<file path="config.mk">
export PLATFORM = sky130hd
export DESIGN_NAME = vcd_clock_gen
export DESIGN_NICKNAME = d
export VERILOG_FILES = /design/src/rtl/vcd_clock_gen.v /design/src/rtl/vcd_divider.v
export VERILOG_INCLUDE_DIRS = /design/src /design/src/rtl
export SDC_FILE = /design/constraint.sdc
export NUM_CORES = 1
export LEC_CHECK = 0
export ABC_CLOCK_PERIOD_IN_PS = 18380
export BUFFER_PORTS_ARGS = -buffer_cell sky130_fd_sc_hd__buf_2
export CAP_MARGIN = 20
export CORE_ASPECT_RATIO = 0.6
export CORE_UTILIZATION = 36
export DETAILED_ROUTE_END_ITERATION = 8
export GPL_ROUTABILITY_DRIVEN = 0
export PLACE_DENSITY = 0.62
export SKIP_LAST_GASP = 1
export SLEW_MARGIN = 10
export SYNTH_ARGS = -nofsm -noshare
export SYNTH_HDL_FRONTEND = slang
export SYNTH_SLANG_ARGS = --single-unit
export TNS_END_PERCENT = 1
</file>
<file path="constraint.sdc">
create_clock -name clk -period 18.38 [get_ports clk]
set_input_delay 2.757 -clock clk [delete_from_list [all_inputs] [get_ports clk]]
set_output_delay 2.757 -clock clk [all_outputs]
set_load 0.005 [all_outputs]
</file>
<file path="src/rtl/vcd_defines.vh">
`ifndef VCD_DEFINES_VH
`define VCD_DEFINES_VH
// Register indexes; the AXI byte address is four times the index.
`define VCD_IDX_RDIV_LO     10'h011
`define VCD_IDX_RDIV_HI     10'h012
`define VCD_IDX_CAL_CTRL    10'h018
`define VCD_IDX_STATUS      10'h01F
`define VCD_IDX_LOOP_CTRL   10'h0F0
`define VCD_IDX_POST_DIV    10'h1E0
`define VCD_IDX_SRC_SEL     10'h1E1
`define VCD_IDX_ROUTE       10'h1E2
`define VCD_IDX_UPDATE      10'h232
`define VCD_IDX_DIV0_MN     10'h190
`define VCD_IDX_DIV0_CTL    10'h191
`define VCD_IDX_DIV1_MN     10'h196
`define VCD_IDX_DIV1_CTL    10'h197
`define VCD_IDX_DIV2A_MN    10'h199
`define VCD_IDX_DIV2A_CTL   10'h19A
`define VCD_IDX_DIV2B_MN    10'h19B
`define VCD_IDX_DIV2B_CTL   10'h19C
`define VCD_IDX_DIV3A_MN    10'h19E
`define VCD_IDX_DIV3A_CTL   10'h19F
`define VCD_IDX_DIV3B_MN    10'h1A0
`define VCD_IDX_DIV3B_CTL   10'h1A1
// Field positions.
`define VCD_CAL_START_BIT   0
`define VCD_CAL_DIV_LSB     1
`define VCD_CAL_DONE_BIT    6
`define VCD_REF_OK_BIT      0
`define VCD_UPDATE_BIT      0
`define VCD_LOOP_EN_BIT     0
`define VCD_CTL_START_BIT   5
`define VCD_CTL_CORR_OFF_BIT 6
`define VCD_CTL_BYPASS_BIT  7
// Source select codes.
`define VCD_SRC_EXT_POST    2'h0
`define VCD_SRC_EXT_DIRECT  2'h1
`define VCD_SRC_OSC_POST    2'h2
// Reset values.
`define VCD_RESET_BYTE      8'h00
`define VCD_RESET_CTL       8'h80
// Timing.
`define VCD_CAL_CYCLES      13'd4400
`define VCD_CLK_PERIOD_NS   100
`define VCD_REF_LOSS_NS     100000
`define VCD_REF_LOSS_CYCLES (`VCD_REF_LOSS_NS / `VCD_CLK_PERIOD_NS)
`endif

</file>
<file path="src/rtl/vcd_clock_gen.v">
// The register offsets and the AXI4-Lite register port were decided locally.
`timescale 1ns/1ps
`default_nettype none
// How it works
// - Calibration clock from divided reference; needs reference, loop.
// - First calibration: start bit then update.
// - Status bit reads one after calibration completes.
// - Outputs forced into sync during calibration.
// - Release sync, then close the loop.
// - Two-bit field divides detector clock for calibration.
// - Calibration lasts 4400 calibration clock cycles.
// - Never self-start calibration on divider changes.
// - Four channels: two single, two cascaded dividers.
// - Post divider ratios 2 to 6, oscillator path.
// - High N+1, low M+1 input cycles.
// - Disableable duty correction for odd when M=N+1.
// - Coarse phase delay to 31, start level.
// - Two-bit source select; code 11 disallowed.
// - Post divider input routable to first/second pair.
// - Low and high counts are four-bit fields.
`include "vcd_defines.vh"
module vcd_clock_gen #(
  parameter REF_LOSS_CYCLES = `VCD_REF_LOSS_CYCLES
) (
  // Clock and reset
  input  wire        clk,
  input  wire        rst,
  // Clock pins, sampled
  input  wire        reference_input_clock,
  input  wire        ext_clk_in,
  input  wire        osc_clk_in,
  // AXI4-Lite write
  input  wire [11:0] s_axi_awaddr,
  input  wire        s_axi_awvalid,
  output reg         s_axi_awready,
  input  wire [31:0] s_axi_wdata,
  input  wire [3:0]  s_axi_wstrb,
  input  wire        s_axi_wvalid,
  output reg         s_axi_wready,
  output reg  [1:0]  s_axi_bresp,
  output reg         s_axi_bvalid,
  input  wire        s_axi_bready,
  // AXI4-Lite read
  input  wire [11:0] s_axi_araddr,
  input  wire        s_axi_arvalid,
  output reg         s_axi_arready,
  output reg  [31:0] s_axi_rdata,
  output reg  [1:0]  s_axi_rresp,
  output reg         s_axi_rvalid,
  input  wire        s_axi_rready,
  // Distribution outputs
  output reg         diff_output_first_a,
  output reg         diff_output_first_b,
  output reg         diff_output_second_a,
  output reg         diff_output_second_b,
  output reg         chan2_out,
  output reg         chan3_out,
  // Loop and calibration state
  output reg         cal_sync_active,
  output reg         loop_closed
);
  localparam NS = 19;
  localparam ST_IDLE  = 2'h0;
  localparam ST_PEND  = 2'h1;
  localparam ST_RUN   = 2'h2;
  localparam ST_CLOSE = 2'h3;

  reg  [7:0]  stg_reg [0:NS-1];
  reg  [7:0]  act_reg [0:NS-1];
  reg  [2:0]  ref_sync_reg;
  reg  [2:0]  ext_sync_reg;
  reg  [2:0]  osc_sync_reg;
  reg  [31:0] ref_age_reg;
  reg         ref_ok_reg;
  reg         aw_have_reg;
  reg         w_have_reg;
  reg  [9:0]  aw_idx_reg;
  reg  [7:0]  w_data_reg;
  reg         w_lane_reg;
  reg         update_reg;
  reg         start_prev_reg;
  reg  [1:0]  state_reg;
  reg  [13:0] rcnt_reg;
  reg  [3:0]  ccnt_reg;
  reg  [12:0] cal_cnt_reg;
  reg         cal_done_reg;
  integer     i;

  // Maps a register index to its storage slot; NS means unmapped.
  function [4:0] slot_of;
    input [9:0] idx;
    begin
      case (idx)
        `VCD_IDX_CAL_CTRL:  slot_of = 5'd0;
        `VCD_IDX_RDIV_LO:   slot_of = 5'd1;
        `VCD_IDX_RDIV_HI:   slot_of = 5'd2;
        `VCD_IDX_LOOP_CTRL: slot_of = 5'd3;
        `VCD_IDX_POST_DIV:  slot_of = 5'd4;
        `VCD_IDX_SRC_SEL:   slot_of = 5'd5;
        `VCD_IDX_ROUTE:     slot_of = 5'd6;
        `VCD_IDX_DIV0_MN:   slot_of = 5'd7;
        `VCD_IDX_DIV0_CTL:  slot_of = 5'd8;
        `VCD_IDX_DIV1_MN:   slot_of = 5'd9;
        `VCD_IDX_DIV1_CTL:  slot_of = 5'd10;
        `VCD_IDX_DIV2A_MN:  slot_of = 5'd11;
        `VCD_IDX_DIV2A_CTL: slot_of = 5'd12;
        `VCD_IDX_DIV2B_MN:  slot_of = 5'd13;
        `VCD_IDX_DIV2B_CTL: slot_of = 5'd14;
        `VCD_IDX_DIV3A_MN:  slot_of = 5'd15;
        `VCD_IDX_DIV3A_CTL: slot_of = 5'd16;
        `VCD_IDX_DIV3B_MN:  slot_of = 5'd17;
        `VCD_IDX_DIV3B_CTL: slot_of = 5'd18;
        default:            slot_of = NS[4:0];
      endcase
    end
  endfunction

  // Pin sampling and edge events.
  wire ref_rise = ref_sync_reg[1] & ~ref_sync_reg[2];
  wire ext_rise = ext_sync_reg[1] & ~ext_sync_reg[2];
  wire ext_fall = ~ext_sync_reg[1] & ext_sync_reg[2];
  wire osc_rise = osc_sync_reg[1] & ~osc_sync_reg[2];
  wire osc_fall = ~osc_sync_reg[1] & osc_sync_reg[2];

  always @(posedge clk or posedge rst) begin
    if (rst) begin
      ref_sync_reg <= 3'h0;
      ext_sync_reg <= 3'h0;
      osc_sync_reg <= 3'h0;
      ref_age_reg  <= 32'h0;
      ref_ok_reg   <= 1'b0;
    end else begin
      ref_sync_reg <= {ref_sync_reg[1:0], reference_input_clock};
      ext_sync_reg <= {ext_sync_reg[1:0], ext_clk_in};
      osc_sync_reg <= {osc_sync_reg[1:0], osc_clk_in};
      if (ref_rise) begin
        ref_age_reg <= 32'h0;
        ref_ok_reg  <= 1'b1;
      end else if (ref_age_reg >= REF_LOSS_CYCLES - 1) begin
        ref_ok_reg  <= 1'b0;
      end else begin
        ref_age_reg <= ref_age_reg + 32'h1;
      end
    end
  end

  // AXI4-Lite slave; writes land in staged registers.
  wire [4:0] w_slot = slot_of(aw_idx_reg);
  wire [4:0] r_slot = slot_of(s_axi_araddr[11:2]);
  wire       w_do   = aw_have_reg && w_have_reg && !s_axi_bvalid;

  always @(posedge clk or posedge rst) begin
    if (rst) begin
      s_axi_awready <= 1'b1;
      s_axi_wready  <= 1'b1;
      s_axi_bvalid  <= 1'b0;
      s_axi_bresp   <= 2'h0;
      s_axi_arready <= 1'b1;
      s_axi_rvalid  <= 1'b0;
      s_axi_rresp   <= 2'h0;
      s_axi_rdata   <= 32'h0;
      aw_have_reg   <= 1'b0;
      w_have_reg    <= 1'b0;
      aw_idx_reg    <= 10'h000;
      w_data_reg    <= 8'h00;
      w_lane_reg    <= 1'b0;
      update_reg    <= 1'b0;
      for (i = 0; i < NS; i = i + 1) begin
        stg_reg[i] <= `VCD_RESET_BYTE;
      end
    end else begin
      update_reg <= 1'b0;
      if (s_axi_awvalid && s_axi_awready) begin
        aw_have_reg   <= 1'b1;
        aw_idx_reg    <= s_axi_awaddr[11:2];
        s_axi_awready <= 1'b0;
      end
      if (s_axi_wvalid && s_axi_wready) begin
        w_have_reg   <= 1'b1;
        w_data_reg   <= s_axi_wdata[7:0];
        w_lane_reg   <= s_axi_wstrb[0];
        s_axi_wready <= 1'b0;
      end
      if (w_do) begin
        aw_have_reg  <= 1'b0;
        w_have_reg   <= 1'b0;
        s_axi_bvalid <= 1'b1;
        s_axi_bresp  <= 2'h0;
        if (aw_idx_reg == `VCD_IDX_UPDATE) begin
          update_reg <= w_lane_reg & w_data_reg[`VCD_UPDATE_BIT];
        end else if (w_slot != NS[4:0]) begin
          if (w_lane_reg)
            stg_reg[w_slot] <= w_data_reg;
        end else if (aw_idx_reg != `VCD_IDX_STATUS) begin
          s_axi_bresp <= 2'h2;
        end
      end
      if (s_axi_bvalid && s_axi_bready) begin
        s_axi_bvalid  <= 1'b0;
        s_axi_awready <= 1'b1;
        s_axi_wready  <= 1'b1;
      end
      if (s_axi_arvalid && s_axi_arready) begin
        s_axi_arready <= 1'b0;
        s_axi_rvalid  <= 1'b1;
        s_axi_rresp   <= 2'h0;
        s_axi_rdata   <= 32'h0;
        if (s_axi_araddr[11:2] == `VCD_IDX_STATUS) begin
          s_axi_rdata[`VCD_CAL_DONE_BIT] <= cal_done_reg;
          s_axi_rdata[`VCD_REF_OK_BIT]   <= ref_ok_reg;
        end else if (r_slot != NS[4:0]) begin
          s_axi_rdata[7:0] <= stg_reg[r_slot];
        end else if (s_axi_araddr[11:2] != `VCD_IDX_UPDATE) begin
          s_axi_rresp <= 2'h2;
        end
      end
      if (s_axi_rvalid && s_axi_rready) begin
        s_axi_rvalid  <= 1'b0;
        s_axi_arready <= 1'b1;
      end
    end
  end

  // Update command copies all staged settings to the active set.
  always @(posedge clk or posedge rst) begin
    if (rst) begin
      for (i = 0; i < NS; i = i + 1) begin
        act_reg[i] <= (i >= 7 && i[0] == 1'b0) ? `VCD_RESET_CTL : `VCD_RESET_BYTE;
      end
    end else if (update_reg) begin
      for (i = 0; i < NS; i = i + 1) begin
        act_reg[i] <= stg_reg[i];
      end
    end
  end

  // Calibration sequencer.
  wire        cal_start_bit = act_reg[0][`VCD_CAL_START_BIT];
  wire        cal_trigger   = cal_start_bit & ~start_prev_reg;
  wire [1:0]  cal_div_code  = act_reg[0][`VCD_CAL_DIV_LSB +: 2];
  wire [3:0]  cal_div_m1    = (4'h2 << cal_div_code) - 4'h1;
  wire [13:0] rdiv          = {act_reg[2][5:0], act_reg[1]};
  wire [13:0] rdiv_m1       = (rdiv == 14'h0) ? 14'h0 : rdiv - 14'h1;
  wire        loop_en       = act_reg[3][`VCD_LOOP_EN_BIT];
  wire        pfd_tick      = ref_rise && (rcnt_reg == rdiv_m1);
  wire        cal_tick      = pfd_tick && (ccnt_reg == cal_div_m1);

  always @(posedge clk or posedge rst) begin
    if (rst) begin
      start_prev_reg  <= 1'b0;
      state_reg       <= ST_IDLE;
      rcnt_reg        <= 14'h0;
      ccnt_reg        <= 4'h0;
      cal_cnt_reg     <= 13'h0;
      cal_done_reg    <= 1'b0;
      cal_sync_active <= 1'b0;
      loop_closed     <= 1'b0;
    end else begin
      start_prev_reg <= cal_start_bit;
      case (state_reg)
        ST_IDLE: begin
          if (cal_trigger) begin
            cal_done_reg    <= 1'b0;
            cal_sync_active <= 1'b1;
            loop_closed     <= 1'b0;
            state_reg       <= ST_PEND;
          end
        end
        ST_PEND: begin
          rcnt_reg    <= 14'h0;
          ccnt_reg    <= 4'h0;
          cal_cnt_reg <= 13'h0;
          if (ref_ok_reg && loop_en)
            state_reg <= ST_RUN;
        end
        ST_RUN: begin
          if (!ref_ok_reg || !loop_en) begin
            state_reg <= ST_PEND;
          end else if (ref_rise) begin
            rcnt_reg <= pfd_tick ? 14'h0 : rcnt_reg + 14'h1;
            if (pfd_tick)
              ccnt_reg <= cal_tick ? 4'h0 : ccnt_reg + 4'h1;
            if (cal_tick) begin
              cal_cnt_reg <= cal_cnt_reg + 13'h1;
              if (cal_cnt_reg == `VCD_CAL_CYCLES - 13'h1) begin
                cal_sync_active <= 1'b0;
                state_reg       <= ST_CLOSE;
              end
            end
          end
        end
        ST_CLOSE: begin
          loop_closed  <= 1'b1;
          cal_done_reg <= 1'b1;
          state_reg    <= ST_IDLE;
        end
        default: state_reg <= ST_IDLE;
      endcase
    end
  end

  // Source selection and post divider.
  wire [1:0] src      = act_reg[5][1:0];
  wire [2:0] pd_code  = act_reg[4][2:0];
  wire [2:0] pd_ratio = (pd_code > 3'h4) ? 3'h6 : pd_code + 3'h2;
  wire [3:0] pd_high  = {2'h0, pd_ratio[2:1]} - 4'h1;
  wire [3:0] pd_low   = {1'h0, pd_ratio} - pd_high - 4'h2;
  wire       pd_in_r  = (src == `VCD_SRC_OSC_POST) ? osc_rise : ext_rise;
  wire       pd_in_f  = (src == `VCD_SRC_OSC_POST) ? osc_fall : ext_fall;
  wire       pd_lvl   = (src == `VCD_SRC_OSC_POST) ? osc_sync_reg[2] : ext_sync_reg[2];
  wire       pd_out;
  wire       pd_rise;
  wire       pd_fall;

  vcd_divider u_post (
    .clk        (clk),
    .rst        (rst),
    .in_rise    (pd_in_r),
    .in_fall    (pd_in_f),
    .sync       (cal_sync_active),
    .bypass     (1'b0),
    .duty_cycle_correction_off (1'b0),
    .start_high (1'b0),
    .phase      (5'h00),
    .low_cnt    (pd_low),
    .high_cnt   (pd_high),
    .out_level  (pd_out),
    .out_rise   (pd_rise),
    .out_fall   (pd_fall)
  );

  wire ch_rise = (src == `VCD_SRC_EXT_DIRECT) ? ext_rise : (src != 2'h3) & pd_rise;
  wire ch_fall = (src == `VCD_SRC_EXT_DIRECT) ? ext_fall : (src != 2'h3) & pd_fall;

  // Six divider stages: 0, 1 single; 2a-2b and 3a-3b cascaded.
  wire [5:0] st_out;
  wire [5:0] st_rise;
  wire [5:0] st_fall;
  wire [5:0] st_in_r = {st_rise[4], ch_rise, st_rise[2], ch_rise, ch_rise, ch_rise};
  wire [5:0] st_in_f = {st_fall[4], ch_fall, st_fall[2], ch_fall, ch_fall, ch_fall};
  genvar g;
  generate
    for (g = 0; g < 6; g = g + 1) begin : g_div
      wire [7:0] mn  = act_reg[7 + 2 * g];
      wire [7:0] ctl = act_reg[8 + 2 * g];
      vcd_divider u_div (
        .clk        (clk),
        .rst        (rst),
        .in_rise    (st_in_r[g]),
        .in_fall    (st_in_f[g]),
        .sync       (cal_sync_active),
        .bypass     (ctl[`VCD_CTL_BYPASS_BIT]),
        .duty_cycle_correction_off (ctl[`VCD_CTL_CORR_OFF_BIT]),
        .start_high (ctl[`VCD_CTL_START_BIT]),
        .phase      (ctl[4:0]),
        .low_cnt    (mn[7:4]),
        .high_cnt   (mn[3:0]),
        .out_level  (st_out[g]),
        .out_rise   (st_rise[g]),
        .out_fall   (st_fall[g])
      );
    end
  endgenerate

  // Output registers with direct routing of the post divider input.
  wire route_ok = (src != `VCD_SRC_EXT_DIRECT) && (src != 2'h3) && !cal_sync_active;
  wire first_v  = (route_ok && act_reg[6][0]) ? pd_lvl : st_out[0];
  wire second_v = (route_ok && act_reg[6][1]) ? pd_lvl : st_out[1];

  always @(posedge clk or posedge rst) begin
    if (rst) begin
      diff_output_first_a  <= 1'b0;
      diff_output_first_b  <= 1'b0;
      diff_output_second_a <= 1'b0;
      diff_output_second_b <= 1'b0;
      chan2_out            <= 1'b0;
      chan3_out            <= 1'b0;
    end else begin
      diff_output_first_a  <= first_v;
      diff_output_first_b  <= first_v;
      diff_output_second_a <= second_v;
      diff_output_second_b <= second_v;
      chan2_out            <= st_out[3];
      chan3_out            <= st_out[5];
    end
  end
endmodule // vcd_clock_gen
`default_nettype wire

</file>
<file path="src/rtl/vcd_divider.v">
`timescale 1ns/1ps
`default_nettype none
// One channel divider stage working on rise and fall pulses of its input.
module vcd_divider (
  // Clock and reset
  input  wire       clk,
  input  wire       rst,
  // Input clock events
  input  wire       in_rise,
  input  wire       in_fall,
  // Settings
  input  wire       sync,
  input  wire       bypass,
  input  wire       duty_cycle_correction_off,
  input  wire       start_high,
  input  wire [4:0] phase,
  input  wire [3:0] low_cnt,
  input  wire [3:0] high_cnt,
  // Output
  output reg        out_level,
  output reg        out_rise,
  output reg        out_fall
);
  reg  [3:0] cnt_reg;
  reg  [3:0] cnt_next;
  reg  [4:0] dly_reg;
  reg  [4:0] dly_next;
  reg        fall_wait_reg;
  reg        fall_wait_next;
  reg        out_next;
  wire [5:0] div_m1;
  wire [4:0] phase_eff;
  wire       odd_corr_on;

  assign div_m1    = {2'h0, high_cnt} + {2'h0, low_cnt} + 6'h01;
  assign phase_eff = ({1'h0, phase} > div_m1) ? div_m1[4:0] : phase;
  assign odd_corr_on = ~duty_cycle_correction_off &&
                       ({1'h0, low_cnt} == {1'h0, high_cnt} + 5'h01);

  always @* begin
    out_next       = out_level;
    cnt_next       = cnt_reg;
    dly_next       = dly_reg;
    fall_wait_next = fall_wait_reg;
    if (sync) begin
      out_next       = start_high;
      cnt_next       = 4'h0;
      dly_next       = phase_eff;
      fall_wait_next = 1'b0;
    end else if (bypass) begin
      if (in_rise)
        out_next = 1'b1;
      else if (in_fall)
        out_next = 1'b0;
    end else if (in_rise && dly_reg != 5'h00) begin
      dly_next = dly_reg - 5'h01;
    end else if (in_rise && !fall_wait_reg) begin
      if (out_level) begin
        if (cnt_reg == high_cnt) begin
          if (odd_corr_on) begin
            fall_wait_next = 1'b1;
          end else begin
            out_next = 1'b0;
            cnt_next = 4'h0;
          end
        end else begin
          cnt_next = cnt_reg + 4'h1;
        end
      end else if (cnt_reg == low_cnt) begin
        out_next = 1'b1;
        cnt_next = 4'h0;
      end else begin
        cnt_next = cnt_reg + 4'h1;
      end
    end else if (in_fall && fall_wait_reg) begin
      out_next       = 1'b0;
      cnt_next       = 4'h0;
      fall_wait_next = 1'b0;
    end
  end

  always @(posedge clk or posedge rst) begin
    if (rst) begin
      out_level     <= 1'b0;
      out_rise      <= 1'b0;
      out_fall      <= 1'b0;
      cnt_reg       <= 4'h0;
      dly_reg       <= 5'h00;
      fall_wait_reg <= 1'b0;
    end else begin
      out_level     <= out_next;
      out_rise      <= out_next & ~out_level;
      out_fall      <= ~out_next & out_level;
      cnt_reg       <= cnt_next;
      dly_reg       <= dly_next;
      fall_wait_reg <= fall_wait_next;
    end
  end
endmodule // vcd_divider
`default_nettype wire

</file>
==> impl_metrics.toml <==
[die]
start_util_pct = 36.6
core-area_sq_mm = 0.0722
fp.dieW_microns = 352
io_pins = 119
rows = 76
die_h_microns = 212
die-area_sq_mm = 0.0744

[synth]
syn_inst = 2534
ys.flop_type = "dfrtp_1"
synthTopCellsByArea = "dfrtp_1 (44%), mux2_2 (12%), ha_1 (4.6%)"
synth_top_family_by_area = "multiplexers"
synthTopCellsByCount = "dfrtp_1 (466), mux2_2 (285), nand2_1 (196), o21ai_0 (180), nor2_1 (128)"
ys_types = 93
synth_compound_area_share_pct = 11.7
syn_avg_cell_area_sq_um = 10.4
seq_area_frac_synth_pct = 45.1
ys_seq_elements = 475
synth_top_area_share_pct = 44.2
yosysWarningCount = 0
synth_largest_area_cell = "dfrtp_1"
async_flop_share_pct = 100
synth-edff-count = 0
synth_xor_area_share_pct = 4.98
synth_simple_gate_area_share_pct = 14.1
synthAdderAreaFrac_pct = 5.10
synth_most_common_cell = "dfrtp_1"
synthMuxAreaShare_pct = 15.0
synthesis.area_sq_mm = 0.0264

[clocking]
postCtsHoldBufs = 0
clock_latency_ps = 580
cts_buffer_depth = 3
postCtsSetupRepairBufs = 0
cts_tree = "done"
postCtsResizedCells = 0
root_buffer = "clkbuf_16"
cts-buffers-inserted = 45
clk_pin_slew_ps = 70
cts_max_level = 2
cts_sinks = 475

[global_routing]
grt_max_degree = 189
grt_pass1_vias = 18769
grt_usage_pct = 18.2
grt_pass1_wl_mm = 107
overflow = 0
antenna_found_initial = 6

[drt]
wire_per_inst_microns = 18.8
routed_wl_mm = 67.2
drc = 0
firstDrtPassIters = 5
first_iter_violations = 1520
vias = 19460
avgViaCountPerCell = 5.45
ant_nets = 0

[worst_setup_path]
reg2regPathDepth = 9
critPathMaxFanout = 36
crit_path_cell_trace = "buf_2 -> nor4bb_1 -> nand2_1 -> a221o_1 -> o21ai_2 -> buf_4 -> o21bai_2 -> buf_4 -> mux2i_1 -> a21oi_1 -> nor3_1 -> o22ai_1"
r2r_slack_ps = 14290
regToRegStartpoint = "act_reg[128]$_DFFE_PP0P_"
cp-start-kind = "input port"
crit_type = "in -> reg"
crit_path_end_kind = "flop"
crit_path_frequent_cell = "buf_4"
slowest_delay_ps = 590
cp.required_ps = 18820
cp_slowest_cell = "nor4bb_1"
reg2reg_to = "rcnt_reg[9]$_DFFE_PP0P_"
cp.arrival_ps = 6090

[timing]
max-slew-margin-rel_pct = 23.4
rsz0062_at_grt = "no"
fmaxAchievable_ghz = 0.177
tns_ps = 0
final.setup.worst_slack_ps = 12740
setup_violations = 0
timing.clock.skew_ps = 19.6
finalHoldViolations = 0
slew_violations = 0
period_needed_ps = 5640
period_share_pct = 30.7
holdWs_ps = 355
worstMarginPinSlew_ps = 1150

[status]
status = "finished clean"

[pwr]
peakVddDrop_v = 0.0000644
leakage_nw = 13.7
powerDensity_mw_per_mm2 = 94.0
power_mw = 2.75

[job]
maxCapViolCount = 0

[cells_and_area]
drive_gt1_share_pct = 19.4
area_growth_pct = 10.8
final_area_sq_mm = 0.0292
largest_reg_flops = 152
fin_nets = 2732

[placed_design]
hpwl_mm = 48.8
portBuffers = 61
placed_area_sq_mm = 0.0275
pre_cts_ws_ps = 12220

[worst_hold_path]
whs_endpoint = "ref_sync_reg[1]$_DFF_PP0_"
hold_start = "ref_sync_reg[0]$_DFF_PP0_"
holdPathStages = 0
hold_class = "reg -> reg"
[power by group]
part | internal [mW] | switching (mW)
clock | 0.608 | 0.426
combinational | 0.173 | 0.212
sequential | 1.14 | 0.185
total | 1.92 | 0.823
[cells by family (layout without fill, tap and decap cells)]
family,count (synthesis),after routing
other,1,28
XOR/XNOR,150,150
multiplexers,361,361
AND/OR/NAND/NOR,712,712
AO/OA/AOI/OAI,491,491
flip-flops,475,475
adder cells (fa/ha/maj),104,104
buffers and inverters,240,275
[worst max-delay path by stage]
stage,from,end,slack (ps),cells after the start
after floorplan,rst,act_reg[104]$_DFFE_PP0P_,2390,1
after global routing,s_axi_araddr[10],s_axi_rdata[3]$_DFFE_PP0P_,12620,12
final,s_axi_araddr[10],s_axi_rdata[0]$_DFFE_PP0P_,12740,12
after detailed placement,s_axi_araddr[8],s_axi_rdata[0]$_DFFE_PP0P_,12220,12
after global placement,s_axi_araddr[8],s_axi_rdata[0]$_DFFE_PP0P_,12320,12
after CTS,s_axi_araddr[10],s_axi_rdata[0]$_DFFE_PP0P_,12840,12
[metal layers]
layer / GRT usage [%] / wire length, microns / vias to the layer above
li1: - / - / 9117
met1: 28.9 / 34300 / 9721
met2: 24.7 / 27000 / 531
met3: 4.11 / 4890 / 87
met4: 3.22 / 952 / 4
met5: 0 / 31 / -
[final cells by class]
class / count / area, sq um
well taps: 975 / 1220
inverters: 111 / 424
clock buffers: 62 / 1330
diodes: 2 / 5.00
repair buffers: 81 / 500
flip-flops and latches: 475 / 11900
clock inverters: 21 / 300
multi-input cells: 1844 / 13500
fillers: 6780 / 42900
[cells in the final DEF (no fill, tap or decap), types with 14 or more instances in the layout]
cell type	netlist	layout
a21o_1	25	25
a21oi_1	107	107
and2_1	32	32
and3_1	28	28
buf_2	8	61
buf_4	29	16
clkbuf_16	0	47
conb_1	1	26
dfrtp_1	466	465
ha_1	98	98
inv_1	111	110
mux2_2	285	285
mux2i_1	76	76
nand2_1	196	196
nand2b_1	33	33
nand3_1	43	43
nand4_1	17	17
nor2_1	128	128
nor2b_1	27	26
nor3_1	58	58
nor3b_1	26	26
nor4_1	33	33
o211ai_1	15	15
o21a_1	16	16
o21ai_0	180	180
o22ai_1	15	15
o31ai_1	14	14
xnor2_1	61	61
xor2_1	89	89
[stage by stage]
step,cells,utilization [%]
after detailed placement,3483,38.1
after floorplan,2559,-
after global placement,3483,38.1
after global routing,3569,40.5
final,3571,40.5
after CTS,3566,40.4
[critical path: cells and delay by family]
kind,cells,cell delay (ps)
mux,1,370
compound gates,5,830
simple gates,3,1170
buf+inv,3,930
No activity file was read; power rests on OpenSTA's default activity.
